[src/rtl/rtccd_pkg.sv]
package rtccd_pkg;
	// register byte offsets
	localparam logic [7:0] OFS_CTL = 8'h00;
	localparam logic [7:0] OFS_DATE = 8'h04;
	localparam logic [7:0] OFS_TIME = 8'h08;
	// control field positions
	localparam int CTL_TRIM_LSB = 16;
	localparam int CTL_ON = 15;
	localparam int CTL_IDLE_HALT = 13;
	localparam int CTL_PIN_SEL = 7;
	localparam int CTL_CLK_RUN = 6;
	localparam int CTL_WR_UNLOCK = 3;
	localparam int CTL_HALF_SEC = 1;
	localparam int CTL_PIN_OE = 0;
	// time register seconds field
	localparam int TIME_SEC_LSB = 8;
	// date field positions
	localparam int DATE_YEAR_LSB = 24;
	localparam int DATE_MONTH_LSB = 16;
	localparam int DATE_DOM_LSB = 8;
	localparam int DATE_WDAY_LSB = 0;
	// writable masks of the control and date registers
	localparam logic [31:0] CTL_WMASK = 32'h03ff_a089;
	localparam logic [31:0] DATE_WMASK = 32'hff1f_3f07;
	// reset values
	localparam logic [9:0] TRIM_RST = 10'h000;
	localparam logic [31:0] DATE_RST = 32'h0000_0000;
	localparam logic [6:0] SEC_RST = 7'h00;
	// calendar clock pulses per second
	localparam int TICKS_PER_SEC = 32768;
	localparam logic [3:0] SEC_UNITS_MAX = 4'h9;
	localparam logic [2:0] SEC_TENS_MAX = 3'h5;

	// control bits held in flip-flops
	typedef struct packed {
		logic [9:0] trim;
		logic on;
		logic idle_halt;
		logic pin_sel;
		logic wr_unlock;
		logic pin_oe;
	} rtccd_ctl_type;

	// date fields
	typedef struct packed {
		logic [3:0] year_tens;
		logic [3:0] year_units;
		logic month_tens;
		logic [3:0] month_units;
		logic [1:0] dom_tens;
		logic [3:0] dom_units;
		logic [2:0] weekday_value;
	} rtccd_date_type;
endpackage

[src/rtl/rtccd_prescale.sv]
`timescale 1ns/1ps
// divides calendar clock pulses to seconds and applies the per-minute trim
module rtccd_prescale #(
	parameter int TPS = rtccd_pkg::TICKS_PER_SEC
) (
	// clock and reset
	input wire logic i_clock,
	input wire logic i_arst_n,
	input wire logic i_ce,
	// control
	input wire logic i_clear,
	input wire logic i_run,
	input wire logic i_tick,
	input wire logic i_minute,
	input wire logic [9:0] i_trim,
	// results
	output logic o_second,
	output logic o_half
);
	logic [16:0] cnt_r;
	logic signed [10:0] pend_r;
	logic [1:0] step;
	logic [16:0] sum;

	// a positive pending trim makes ticks count double, a negative one swallows them
	always_comb begin
		step = 2'h0;
		if (i_run && i_tick) begin
			if (pend_r > 11'sh000) begin
				step = 2'h2;
			end else if (pend_r < 11'sh000) begin
				step = 2'h0;
			end else begin
				step = 2'h1;
			end
		end
		sum = cnt_r + {15'h0000, step};
	end

	// second counter; clearing it also drops the half-second flag
	always_ff @(posedge i_clock or negedge i_arst_n) begin
		if (!i_arst_n) begin
			cnt_r <= 17'h00000;
			o_second <= 1'b0;
			o_half <= 1'b0;
		end else if (i_ce) begin
			o_second <= 1'b0;
			if (i_clear) begin
				cnt_r <= 17'h00000;
				o_half <= 1'b0;
			end else if (sum >= 17'(TPS)) begin
				cnt_r <= sum - 17'(TPS);
				o_second <= 1'b1;
				o_half <= 1'b0;
			end else begin
				cnt_r <= sum;
				o_half <= (sum >= 17'(TPS / 2));
			end
		end
	end

	// trim pending count, reloaded at each minute boundary while running
	always_ff @(posedge i_clock or negedge i_arst_n) begin
		if (!i_arst_n) begin
			pend_r <= 11'sh000;
		end else if (i_ce) begin
			if (i_clear || !i_run) begin
				pend_r <= 11'sh000;
			end else if (i_minute) begin
				pend_r <= signed'({i_trim[9], i_trim});
			end else if (i_tick && pend_r > 11'sh000) begin
				pend_r <= pend_r - 11'sh001;
			end else if (i_tick && pend_r < 11'sh000) begin
				pend_r <= pend_r + 11'sh001;
			end
		end
	end

	// trim effects on the count; the bound keeps the step clear of the second wrap
	a_trim_double: assert property (@(posedge i_clock) disable iff (!i_arst_n)
		i_ce && i_run && i_tick && !i_clear && pend_r > 11'sh000 && cnt_r < 17'(TPS - 2)
		|=> cnt_r == $past(cnt_r) + 17'h00002)
		else $error("positive trim did not count a tick twice");
	a_trim_swallow: assert property (@(posedge i_clock) disable iff (!i_arst_n)
		i_ce && i_run && i_tick && !i_clear && pend_r < 11'sh000 |=> $stable(cnt_r))
		else $error("negative trim did not swallow a tick");
	a_trim_load: assert property (@(posedge i_clock) disable iff (!i_arst_n)
		i_ce && i_run && !i_clear && i_minute
		|=> pend_r[9:0] == $past(i_trim) && pend_r[10] == pend_r[9])
		else $error("trim not loaded at minute boundary");
	a_trim_off_idle: assert property (@(posedge i_clock) disable iff (!i_arst_n)
		i_ce && !i_run |=> pend_r == 11'sh000)
		else $error("trim pending while disabled");
endmodule

[src/rtl/rtccd_top.sv]
// The address map and the APB interface to the registers were left to the implementer.
`timescale 1ns/1ps
// calendar control and date block behind an APB slave
module rtccd_top #(
	parameter int TPS = rtccd_pkg::TICKS_PER_SEC
) (
	// clock, power-on reset, clock enable
	input wire logic i_clock,
	input wire logic i_arst_n,
	input wire logic i_ce,
	// non power-on reset, synchronous, active high
	input wire logic i_sys_rst,
	// apb slave
	input wire logic i_psel,
	input wire logic i_penable,
	input wire logic i_pwrite,
	input wire logic [7:0] i_paddr,
	input wire logic [31:0] i_pwdata,
	output logic [31:0] o_prdata,
	output logic o_pready,
	output logic o_pslverr,
	// system side
	input wire logic i_wr_seq_en,
	input wire logic i_idle,
	input wire logic i_cal_tick,
	input wire logic i_alarm_pulse,
	// calendar pin and run status
	output logic o_cal_pin,
	output logic o_clk_running
);
	rtccd_pkg::rtccd_ctl_type ctl_r;
	rtccd_pkg::rtccd_date_type date_r;
	logic [6:0] sec_r;
	logic [6:0] sec_nxt;
	logic minute_r;
	logic running;
	logic second;
	logic half;
	logic access;
	logic wr_en;
	logic sel_ctl;
	logic sel_date;
	logic sel_time;
	logic time_wr;
	logic [31:0] ctl_word;
	logic [31:0] rd_nxt;

	// decoding shared by the read mux and write enables
	function automatic logic hit(input logic [7:0] addr, input logic [7:0] ofs);
		hit = (addr == ofs);
	endfunction

	assign access = i_psel && i_penable;
	assign wr_en = access && o_pready && i_pwrite;
	assign sel_ctl = hit(i_paddr, rtccd_pkg::OFS_CTL);
	assign sel_date = hit(i_paddr, rtccd_pkg::OFS_DATE);
	assign sel_time = hit(i_paddr, rtccd_pkg::OFS_TIME);
	assign time_wr = wr_en && sel_time && ctl_r.wr_unlock;

	// calendar runs only when enabled and not halted by idle
	assign running = ctl_r.on && !(ctl_r.idle_halt && i_idle);

	// control word as software sees it; unimplemented bits stay zero
	always_comb begin
		ctl_word = 32'h0000_0000;
		ctl_word[rtccd_pkg::CTL_TRIM_LSB +: 10] = ctl_r.trim;
		ctl_word[rtccd_pkg::CTL_ON] = ctl_r.on;
		ctl_word[rtccd_pkg::CTL_IDLE_HALT] = ctl_r.idle_halt;
		ctl_word[rtccd_pkg::CTL_PIN_SEL] = ctl_r.pin_sel;
		ctl_word[rtccd_pkg::CTL_CLK_RUN] = o_clk_running;
		ctl_word[rtccd_pkg::CTL_WR_UNLOCK] = ctl_r.wr_unlock;
		ctl_word[rtccd_pkg::CTL_HALF_SEC] = half;
		ctl_word[rtccd_pkg::CTL_PIN_OE] = ctl_r.pin_oe;
	end

	// read mux; the answer is registered so pready lags setup by one wait state
	always_comb begin
		rd_nxt = 32'h0000_0000;
		if (sel_ctl) begin
			rd_nxt = ctl_word;
		end else if (sel_date) begin
			rd_nxt = {date_r.year_tens, date_r.year_units, 3'h0, date_r.month_tens,
				date_r.month_units, 2'h0, date_r.dom_tens, date_r.dom_units,
				5'h00, date_r.weekday_value};
		end else if (sel_time) begin
			rd_nxt = {17'h00000, sec_r, 8'h00};
		end
	end

	// apb handshake: one wait cycle, then pready for one cycle
	always_ff @(posedge i_clock or negedge i_arst_n) begin
		if (!i_arst_n) begin
			o_pready <= 1'b0;
			o_pslverr <= 1'b0;
			o_prdata <= 32'h0000_0000;
		end else if (i_ce) begin
			if (access && !o_pready) begin
				o_pready <= 1'b1;
				o_pslverr <= !(sel_ctl || sel_date || sel_time);
				o_prdata <= i_pwrite ? 32'h0000_0000 : rd_nxt;
			end else begin
				o_pready <= 1'b0;
				o_pslverr <= 1'b0;
			end
		end
	end

	// control register: only the power-on reset touches it, never the system reset
	always_ff @(posedge i_clock or negedge i_arst_n) begin
		if (!i_arst_n) begin
			ctl_r <= '{trim: rtccd_pkg::TRIM_RST, default: 1'b0};
		end else if (i_ce && wr_en && sel_ctl) begin
			ctl_r.trim <= i_pwdata[rtccd_pkg::CTL_TRIM_LSB +: 10];
			ctl_r.idle_halt <= i_pwdata[rtccd_pkg::CTL_IDLE_HALT];
			ctl_r.pin_sel <= i_pwdata[rtccd_pkg::CTL_PIN_SEL];
			ctl_r.pin_oe <= i_pwdata[rtccd_pkg::CTL_PIN_OE];
			// enable is guarded by the unlock value held before this write
			if (ctl_r.wr_unlock) begin
				ctl_r.on <= i_pwdata[rtccd_pkg::CTL_ON];
			end
			// unlock can always be cleared but only set inside the write sequence
			if (!i_pwdata[rtccd_pkg::CTL_WR_UNLOCK] || i_wr_seq_en) begin
				ctl_r.wr_unlock <= i_pwdata[rtccd_pkg::CTL_WR_UNLOCK];
			end
		end
	end

	// date register, locked unless unlock is set
	always_ff @(posedge i_clock or negedge i_arst_n) begin
		if (!i_arst_n) begin
			date_r <= rtccd_pkg::rtccd_date_type'(22'(rtccd_pkg::DATE_RST));
		end else if (i_ce) begin
			if (i_sys_rst) begin
				date_r <= rtccd_pkg::rtccd_date_type'(22'(rtccd_pkg::DATE_RST));
			end else if (wr_en && sel_date && ctl_r.wr_unlock) begin
				date_r.year_tens <= i_pwdata[rtccd_pkg::DATE_YEAR_LSB + 4 +: 4];
				date_r.year_units <= i_pwdata[rtccd_pkg::DATE_YEAR_LSB +: 4];
				date_r.month_tens <= i_pwdata[rtccd_pkg::DATE_MONTH_LSB + 4];
				date_r.month_units <= i_pwdata[rtccd_pkg::DATE_MONTH_LSB +: 4];
				date_r.dom_tens <= i_pwdata[rtccd_pkg::DATE_DOM_LSB + 4 +: 2];
				date_r.dom_units <= i_pwdata[rtccd_pkg::DATE_DOM_LSB +: 4];
				date_r.weekday_value <= i_pwdata[rtccd_pkg::DATE_WDAY_LSB +: 3];
			end
		end
	end

	// bcd seconds; wrap from 59 marks the minute boundary
	always_comb begin
		sec_nxt = sec_r;
		if (sec_r[3:0] < rtccd_pkg::SEC_UNITS_MAX) begin
			sec_nxt[3:0] = sec_r[3:0] + 4'h1;
		end else if (sec_r[6:4] < rtccd_pkg::SEC_TENS_MAX) begin
			sec_nxt = {sec_r[6:4] + 3'h1, 4'h0};
		end else begin
			sec_nxt = rtccd_pkg::SEC_RST;
		end
	end

	// seconds field, writable while unlocked; the write restarts the second
	always_ff @(posedge i_clock or negedge i_arst_n) begin
		if (!i_arst_n) begin
			sec_r <= rtccd_pkg::SEC_RST;
			minute_r <= 1'b0;
		end else if (i_ce) begin
			minute_r <= 1'b0;
			if (i_sys_rst) begin
				sec_r <= rtccd_pkg::SEC_RST;
			end else if (time_wr) begin
				sec_r <= i_pwdata[rtccd_pkg::TIME_SEC_LSB +: 7];
			end else if (second) begin
				sec_r <= sec_nxt;
				minute_r <= (sec_nxt == rtccd_pkg::SEC_RST);
			end
		end
	end

	rtccd_prescale #(
		.TPS(TPS)
	) u_prescale (
		.i_clock(i_clock),
		.i_arst_n(i_arst_n),
		.i_ce(i_ce),
		.i_clear(i_sys_rst || time_wr),
		.i_run(running),
		.i_tick(i_cal_tick),
		.i_minute(minute_r),
		.i_trim(ctl_r.trim),
		.o_second(second),
		.o_half(half)
	);

	// pin and status outputs are registered; the pin is quiet unless enabled
	always_ff @(posedge i_clock or negedge i_arst_n) begin
		if (!i_arst_n) begin
			o_cal_pin <= 1'b0;
			o_clk_running <= 1'b0;
		end else if (i_ce) begin
			o_clk_running <= running;
			o_cal_pin <= ctl_r.pin_oe && (ctl_r.pin_sel ? half : i_alarm_pulse);
		end
	end

	// checks on the guarded behaviour
	a_pin_quiet_off: assert property (@(posedge i_clock) disable iff (!i_arst_n)
		i_ce && !ctl_r.pin_oe |=> !o_cal_pin)
		else $error("pin active while output disabled");
	a_pin_alarm_src: assert property (@(posedge i_clock) disable iff (!i_arst_n)
		i_ce && ctl_r.pin_oe && !ctl_r.pin_sel |=> o_cal_pin == $past(i_alarm_pulse))
		else $error("pin does not follow alarm pulse");
	a_pin_sec_src: assert property (@(posedge i_clock) disable iff (!i_arst_n)
		i_ce && ctl_r.pin_oe && ctl_r.pin_sel |=> o_cal_pin == $past(half))
		else $error("pin does not follow seconds clock");
	a_on_locked: assert property (@(posedge i_clock) disable iff (!i_arst_n)
		i_ce && wr_en && sel_ctl && !ctl_r.wr_unlock |=> $stable(ctl_r.on))
		else $error("enable changed while locked");
	a_unlock_gate: assert property (@(posedge i_clock) disable iff (!i_arst_n)
		$rose(ctl_r.wr_unlock) |-> $past(i_wr_seq_en) && $past(wr_en))
		else $error("unlock set outside write sequence");
	a_date_locked: assert property (@(posedge i_clock) disable iff (!i_arst_n)
		!ctl_r.wr_unlock && !i_sys_rst ##1 !$past(ctl_r.wr_unlock) |-> $stable(date_r))
		else $error("date changed while locked");
	a_upper_ctl_zero: assert property (@(posedge i_clock) disable iff (!i_arst_n)
		i_ce && access && !o_pready && !i_pwrite && sel_ctl |=> o_prdata[31:26] == 6'h00)
		else $error("upper control bits read nonzero");
	a_run_status: assert property (@(posedge i_clock) disable iff (!i_arst_n)
		i_ce && ctl_r.on && ctl_r.idle_halt && i_idle |=> !o_clk_running)
		else $error("status shows running in halted idle");
	a_half_cleared: assert property (@(posedge i_clock) disable iff (!i_arst_n)
		i_ce && time_wr |=> !half ##1 !ctl_word[rtccd_pkg::CTL_HALF_SEC] || i_cal_tick)
		else $error("half-second flag kept after seconds write");
	// bus answer is a single-cycle pulse; a request held past it is answered again after another wait cycle
	a_pready_pulse: assert property (@(posedge i_clock) disable iff (!i_arst_n)
		i_ce && o_pready |=> !o_pready)
		else $error("pready held longer than one cycle");
	a_run_needs_on: assert property (@(posedge i_clock) disable iff (!i_arst_n)
		i_ce && !ctl_r.on |=> !o_clk_running)
		else $error("status shows running while disabled");
	a_ctl_kept_sys: assert property (@(posedge i_clock) disable iff (!i_arst_n)
		i_ce && i_sys_rst && !(wr_en && sel_ctl) |=> $stable(ctl_r))
		else $error("control changed on system reset");
	a_date_pad_zero: assert property (@(posedge i_clock) disable iff (!i_arst_n)
		i_ce && access && !o_pready && !i_pwrite && sel_date
		|=> o_prdata[23:21] == 3'h0 && o_prdata[15:14] == 2'h0 && o_prdata[7:3] == 5'h00)
		else $error("unused date bits read nonzero");
endmodule

[config.mk]
export PLATFORM = sky130hd
export DESIGN_NAME = rtccd_top
export DESIGN_NICKNAME = d
export VERILOG_FILES = /design/src/rtl/rtccd_pkg.sv /design/src/rtl/rtccd_prescale.sv /design/src/rtl/rtccd_top.sv
export SDC_FILE = /design/constraint.sdc
export NUM_CORES = 1
export LEC_CHECK = 0
export BUFFER_PORTS_ARGS = -buffer_cell sky130_fd_sc_hd__buf_2
export CAP_MARGIN = 20
export CORE_ASPECT_RATIO = 1.2
export CORE_MARGIN = 4
export CORE_UTILIZATION = 58
export DETAILED_ROUTE_END_ITERATION = 6
export PLACE_DENSITY_LB_ADDON = 0.05
export REMOVE_ABC_BUFFERS = 1
export SYNTH_ARGS = -nofsm -noshare
export SYNTH_HDL_FRONTEND = slang
export SYNTH_SLANG_ARGS = --single-unit
[constraint.sdc]
create_clock -name i_clock -period 5.1 [get_ports i_clock]
set_input_delay 0.765 -clock i_clock [delete_from_list [all_inputs] [get_ports i_clock]]
set_output_delay 0.765 -clock i_clock [all_outputs]
set_load 0.01 [all_outputs]
# --- Yosys cells after proc, flatten, opt, wreduce, memory -nomap -nowiden ---
# Cells that the tools add are included.
totals:
  ff_bits: 111
  latchBits: 0
  mem_bits_rw: 0
  rom_bits: 0
  inputBits: 51
  output_inout_bits: 36
  wordCells: 106
  memories: 0
op_classes:
  add_sub_neg: 6
  n_mul: 0
  div_mod_pow: 0
  order_cmp: 6
  eq_ne: 2
  shifts: 0
  muxes: 31
  bitwise: 0
  n_reduce_logical: 37
op_table:
  columns: ["operator", "n"]
  rows:
  - ["$mux W32", 3]
  - ["$mux W11", 4]
  - ["$mux W22", 2]
  - ["$mux W17", 2]
  - ["$mux W7", 4]
  - ["$add A17 B2 Y17", 1]
  - ["$ge A17 B15 Y1 const B", 1]
  - ["$ge A17 B16 Y1 const B", 1]
  - ["$sub A17 B16 Y17 const B", 1]
  - ["$logic_and A1 B1 Y1", 16]
  - ["$mux W15", 1]
  - ["$reduce_and A2 Y1", 6]
  - ["$add A11 B2 Y11 const B", 1]
  - ["$gt A11 B1 Y1 const B", 1]
  - ["$lt A11 B1 Y1 const B", 1]
  - ["$mux W1", 11]
  - ["$sub A11 B2 Y11 const B", 1]
  - ["$eq A8 B3 Y1 const B", 1]
  - ["$eq A8 B4 Y1 const B", 1]
  - ["$logic_not A8 Y1", 1]
  - ["$logic_not A7 Y1", 1]
  - ["$logic_not A1 Y1", 5]
  - ["$logic_or A1 B1 Y1", 5]
  - ["$add A4 B1 Y4 const B", 1]
  - ["9 further kinds", 10]

# --- Longest topological paths before layout ---
logic_depth:
  ltp_word: 9
  ltp_mapped: 18
  depth_no_buf: 18

# --- Modules after synthesis ---
# From an unflattened synthesis, not the netlist that was laid out.
hier_totals:
  hier_cells: 588
  hier_area_um2: 6123.4
modules_own_cells:
  columns: ["module", "instances", "cells_each", "area_per_inst_um2", "seq_area_each_um2"]
  rows:
  - ["rtccd_top", 1, 308, 3836.2, 1976.9]
  - ["rtccd_prescale", 1, 280, 2287.2, 750.7]

# --- Least setup slack after synthesis ---
# OpenSTA, ideal clock, no wires.
synth_timing:
  path_kind: "input port to flip-flop"
  from: "in i_idle"
  to: "reg u_prescale.cnt_r[15]"
  setup_time_ns: 0.124
  t_arrival_ns: 3.813
  required_time_ns: 4.976
  slack_ns: 1.163
  path_stages: 17
  path_buffers: 0
  path_cell_list: "a21boi_0 -> nand2_1 -> nor2_1 -> ha_1 -> inv_1 -> fa_1 -> nand4b_1 -> nor3_2 -> nand3_1 -> xnor2_1 -> inv_1 -> ha_1 -> inv_1 -> nand4_1 -> nor4b_1 -> a311o_1 -> o31a_1"
synth_between:
  elab_chain_cells: 9
  elab_cells_between_ends: 10
  classes_between: "add/sub (2); order compare (1); mux (3); reduce/logical (4)"
synth_lines:
  columns: ["element", "line_no", "text"]
  rows:
  - ["start: declaration", "rtccd_top.sv:24", "input wire logic i_idle,"]
  - ["$logic_and A1 B1 Y1 *", "rtccd_top.sv:61", "assign running = ctl_r.on && !(ctl_r.idle_halt && i_idle);"]
  - ["$logic_not A1 Y1 *", "rtccd_top.sv:61", null]
  - ["$logic_and A1 B1 Y1 *", "rtccd_top.sv:61", null]
  - ["$logic_and A1 B1 Y1 *", "rtccd_prescale.sv:28", "if (i_run && i_tick) begin"]
  - ["$mux W2 *", "rtccd_prescale.sv:28", null]
  - ["$add A17 B2 Y17 *", "rtccd_prescale.sv:37", "sum = cnt_r + {15'h0000, step};"]
  - ["$sub A17 B16 Y17 or $ge A17 B16 Y1 (tied branches)", "rtccd_prescale.sv:52, rtccd_prescale.sv:51", null]
  - ["$mux W17 *", "rtccd_prescale.sv:51", "end else if (sum >= 17'(TPS)) begin"]
  - ["$mux W17 *", "rtccd_prescale.sv:48", "if (i_clear) begin"]
  - ["end signal: assignment", "rtccd_prescale.sv:52", "cnt_r <= sum - 17'(TPS);"]
  - ["end signal: assignment", "rtccd_prescale.sv:56", "cnt_r <= sum;"]
  - ["end: declaration", "rtccd_prescale.sv:20", "logic [16:0] cnt_r;"]
# Mark *: on every way between the ends. The rest lies on a longest branch, timed or not.
# A chain may end at the register's enable or synchronous reset.

# --- Worst setup path after layout ---
layout_timing:
  from: "reg u_prescale.pend_r[4]"
  to: "reg u_prescale.cnt_r[15]"
layout_between:
  elab_chain_cells: 8
  elab_cells_between_ends: 10
  classes_between: "add/sub (2); order compare (3); mux (5)"
layout_lines:
  columns: ["element", "line_no", "text"]
  rows:
  - ["start: declaration", "rtccd_prescale.sv:21", "logic signed [10:0] pend_r;"]
  - ["start signal: assignment", "rtccd_prescale.sv:70", "pend_r <= signed'({i_trim[9], i_trim});"]
  - ["start signal: assignment", "rtccd_prescale.sv:72", "pend_r <= pend_r - 11'sh001;"]
  - ["start signal: assignment", "rtccd_prescale.sv:74", "pend_r <= pend_r + 11'sh001;"]
  - ["$lt A11 B1 Y1", "rtccd_prescale.sv:31", "end else if (pend_r < 11'sh000) begin"]
  - ["$mux W1", "rtccd_prescale.sv:31", null]
  - ["$mux W2 *", "rtccd_prescale.sv:29", "if (pend_r > 11'sh000) begin"]
  - ["$mux W2 *", "rtccd_prescale.sv:28", null]
  - ["$add A17 B2 Y17 *", "rtccd_prescale.sv:37", null]
  - ["$sub A17 B16 Y17 or $ge A17 B16 Y1 (tied branches)", "rtccd_prescale.sv:52, rtccd_prescale.sv:51", null]
  - ["$mux W17 *", "rtccd_prescale.sv:51", null]
  - ["$mux W17 *", "rtccd_prescale.sv:48", null]
# Marks and branches as above.

==> impl_metrics.csv <==
group,metric,value,unit
final_layout,postLayoutCellArea,6690,um^2
floorplanning,rows,40,
global_route,first_global_vias,5031,
power,p_leak,3.36,nW
status,status,"finished clean",
floorplanning,floorplan.initialDensity,59.3,%
setup_path,timing.critical_path.slowest_cell_delay,0.46,ns
timing,drv_slew,0,
setup_path,crit_path_end_kind,"flip-flop",
cts,clkSinkCount,109,
timing,fin_worst_skew,0.00614,ns
floorplanning,pin_count,87,
timing,worst_slew_margin_rel,35.2,%
placement,dp.final_hpwl,10.5,mm
final_layout,area_used_by_multi_input_combinational_logic,2970,um^2
timing,setup_viol,0,
final_layout,final_util,66.8,%
logic_synthesis,syn-mean-instance-area,9.48,um^2
logic_synthesis,synth-seq-cells,109,
power,fin_total_pwr,1.65,mW
setup_path,critical_path_peak_fanout,7,
logic_synthesis,area_share_of_the_largest_cell_type_after_synthesis,46.0,%
route,drtIter0Drc,283,
setup_path,most_frequent_cell_on_critical_path,"sky130_fd_sc_hd__inv_1",
final_layout,drive_above_1_share,19.2,%
cts,postCtsSetupBuffers,0,
route,drc,0,
cts,cts.root.buffer_cell,"sky130_fd_sc_hd__clkbuf_16",
cts,clkSlewWorstSetupHoldPaths,0.07,ns
logic_synthesis,syn_inst,626,
route,dr_total_vias,5115,
logic_synthesis,synth-edff-count,0,
timing,fin_crit_sh,81.4,%
cts,cts_inserted_buffers,9,
final_layout,nNetsFinal,758,
floorplanning,core_area,10000,um^2
timing,layout_min_cycle_time,4.15,ns
logic_synthesis,synth_most_common_cell,"sky130_fd_sc_hd__nand2_1",
logic_synthesis,ys.flop_type,"sky130_fd_sc_hd__dfrtp_1",
cts,hold_buffers,0,
route,drt-vias-per-instance,6.25,
cts,tritoncts,"done",
setup_path,worst_setup_path_start_kind,"flip-flop",
timing,final.setup.tns,0,ns
power,power.density,246,nW/um^2
final_layout,area_added_between_synthesis_and_finish,12.7,%
placement,place_area,6420,um^2
cts,cts_htree_levels,3,
timing,unrepaired_setup_endpoints_after_global_routing,"no",
global_route,grt_use_total,26.4,%
route,finalWirelength,15.2,mm
setup_path,critPathArrivalTime,4.38,ns
timing,max_freq,241,MHz
placement,portBuffers,81,
route,antenna_violating_nets_post_route,0,
setup_path,cp.required,5.33,ns
logic_synthesis,post_synth_most_frequent_cells,"sky130_fd_sc_hd__nand2_1 (122), sky130_fd_sc_hd__dfrtp_1 (109), sky130_fd_sc_hd__o21ai_0 (35), sky130_fd_sc_hd__nand4_1 (27)",
placement,place.gp.congestion,0.869,
logic_synthesis,syn_area,5930,um^2
global_route,grt_pass1_wl,25.2,mm
timing,final_hold_viol_count,0,
floorplanning,design.die.area,11900,um^2
logic_synthesis,synthesis.yosys.warnings,0,
floorplanning,die_y,119,um
setup_path,path_class,"flip-flop to flip-flop",
setup_path,worstPathCellList,"nor4_1 -> nand3_1 -> nor2_1 -> ha_1 -> inv_1 -> fa_1 -> nand4b_1 -> nor3_2 -> nand3_1 -> xnor2_1 -> inv_1 -> ha_1 -> inv_1 -> nand4_1 -> nor4b_1 -> a311o_1 -> o31a_1",
logic_synthesis,post_synth_arst_share,100,%
route,avgRoutedWirePerCell,18.6,um
cts,post_cts.resized_instances,0,
logic_synthesis,synth_largest_area_cell,"sky130_fd_sc_hd__dfrtp_1",
route,first_pass_iters,5,
final_layout,layout.area.seq,2730,um^2
setup_path,critical_path.slowest_cell,"sky130_fd_sc_hd__fa_1",
timing,final.hold.worst_slack,0.465,ns
final_layout,number_of_fill_cells,838,
power,worst_vdd_ir,0.000148,V
logic_synthesis,proportion_of_synthesized_chip_area_in_sequential_cells,46.0,%
worst_hold_path,hold_path_class,"primary input to asynchronous set/reset pin",
floorplanning,die_x,100,um
cts,cts-root-to-sink-buffers,2,
timing,worst_slack,0.949,ns
global_route,grt_max_degree,57,
logic_synthesis,cell_variety_after_synth,72,
global_route,antenna_violations_before_repair,0,
placement,placed_cells_incl_taps,805,
final_layout,post_layout_nonfiller_instances,819,
global_route,globalRoute.totalOverflow,0,
flow_run,drv.max_cap_violation_count,0,
final_layout,number_of_diodes_added_for_antenna_fixing,0,
logic_synthesis,netlist_top_cells_area,"sky130_fd_sc_hd__dfrtp_1 (46%), sky130_fd_sc_hd__nand2_1 (7.7%), sky130_fd_sc_hd__ha_1 (3.2%)",
cts,worstSkewPairLatency,0.34,ns
timing,worst_slew_pin_slew,0.968,ns
placement,place_ws,0.720,ns
[logic make-up after synthesis]
family | share of synthesized area, %
buffers and inverters | 4.26
other | 0.0632
AOI/OAI and AO/OA | 18.6
xor gates and xnor gates | 1.48
adders and majority gates | 3.84
DFF | 46.0
muxes | 4.22
and+or+nand+nor | 21.6
[critical path, delay by kind of cell, from the launching register on]
kind	cells	cell delay (ns)
compound gates	2	0.44
xor+xnor	1	0.28
flops	1	0.42
simple gates	8	1.71
buf+inv	3	0.27
fa+ha+maj	3	0.92
[routing by layer]
metal	GRT usage [%]	share of wire [%]
met5	0	0
met1	35.0	41
met4	7.83	2.0
met3	4.49	5.4
met2	44.2	51
[final cells by class]
type,instances,share of cell area (%)
inverter,23,1.29
tap,126,2.36
multi-input combinational,456,44.3
clock buffer,11,3.63
sequential,109,40.8
clock inverter,3,0.356
timing repair buffer,91,7.22
[sequential cells by signal, summed over array words and instances, names as in the netlist]
signal,flops
o_cal_pin,1
o_pready,1
minute_r,1
date_r,22
o_pslverr,1
ctl_r,15
u_prescale.o_half,1
u_prescale.cnt_r,17
sec_r,7
u_prescale.o_second,1
u_prescale.pend_r,11
o_clk_running,1
o_prdata,30
[cell usage in the layout, fill, tap and decap left out, types with 11 or more instances in the layout]
master,instances
sky130_fd_sc_hd__a22o_1,17
sky130_fd_sc_hd__mux2_2,13
sky130_fd_sc_hd__nand2_1,122
sky130_fd_sc_hd__nand4_1,27
sky130_fd_sc_hd__a21oi_1,15
sky130_fd_sc_hd__ha_1,15
sky130_fd_sc_hd__nand3_1,11
sky130_fd_sc_hd__nor2_1,26
sky130_fd_sc_hd__o31ai_1,20
sky130_fd_sc_hd__and3_1,11
sky130_fd_sc_hd__o21ai_0,33
sky130_fd_sc_hd__buf_2,80
sky130_fd_sc_hd__inv_1,22
sky130_fd_sc_hd__buf_4,11
sky130_fd_sc_hd__nor3_1,11
sky130_fd_sc_hd__dfrtp_1,109
[report_power, final]
part | switching [mW] | total [mW] | internal [mW]
Clock | 0.305 | 0.646 | 0.341
Sequential | 0.0113 | 0.882 | 0.870
Combinational | 0.0823 | 0.120 | 0.0376
[final timing paths]
kind	to	slack [ns]	from	depth (start not counted)
hold reg to reg	date_r[14]$_DFFE_PN0P_	0.47	date_r[14]$_DFFE_PN0P_	2
setup / recovery	u_prescale.cnt_r[15]$_DFFE_PN0P_	0.95	u_prescale.pend_r[4]$_DFFE_PN0P_	17
max in group asynchronous	u_prescale.pend_r[5]$_DFFE_PN0P_	3.48	i_arst_n	2
setup reg to reg	u_prescale.cnt_r[15]$_DFFE_PN0P_	0.95	u_prescale.pend_r[4]$_DFFE_PN0P_	17
min in group i_clock	date_r[14]$_DFFE_PN0P_	0.47	date_r[14]$_DFFE_PN0P_	2
hold / removal	date_r[19]$_DFFE_PN0P_	0.47	i_arst_n	1
Power figures use the tool's default switching activity.
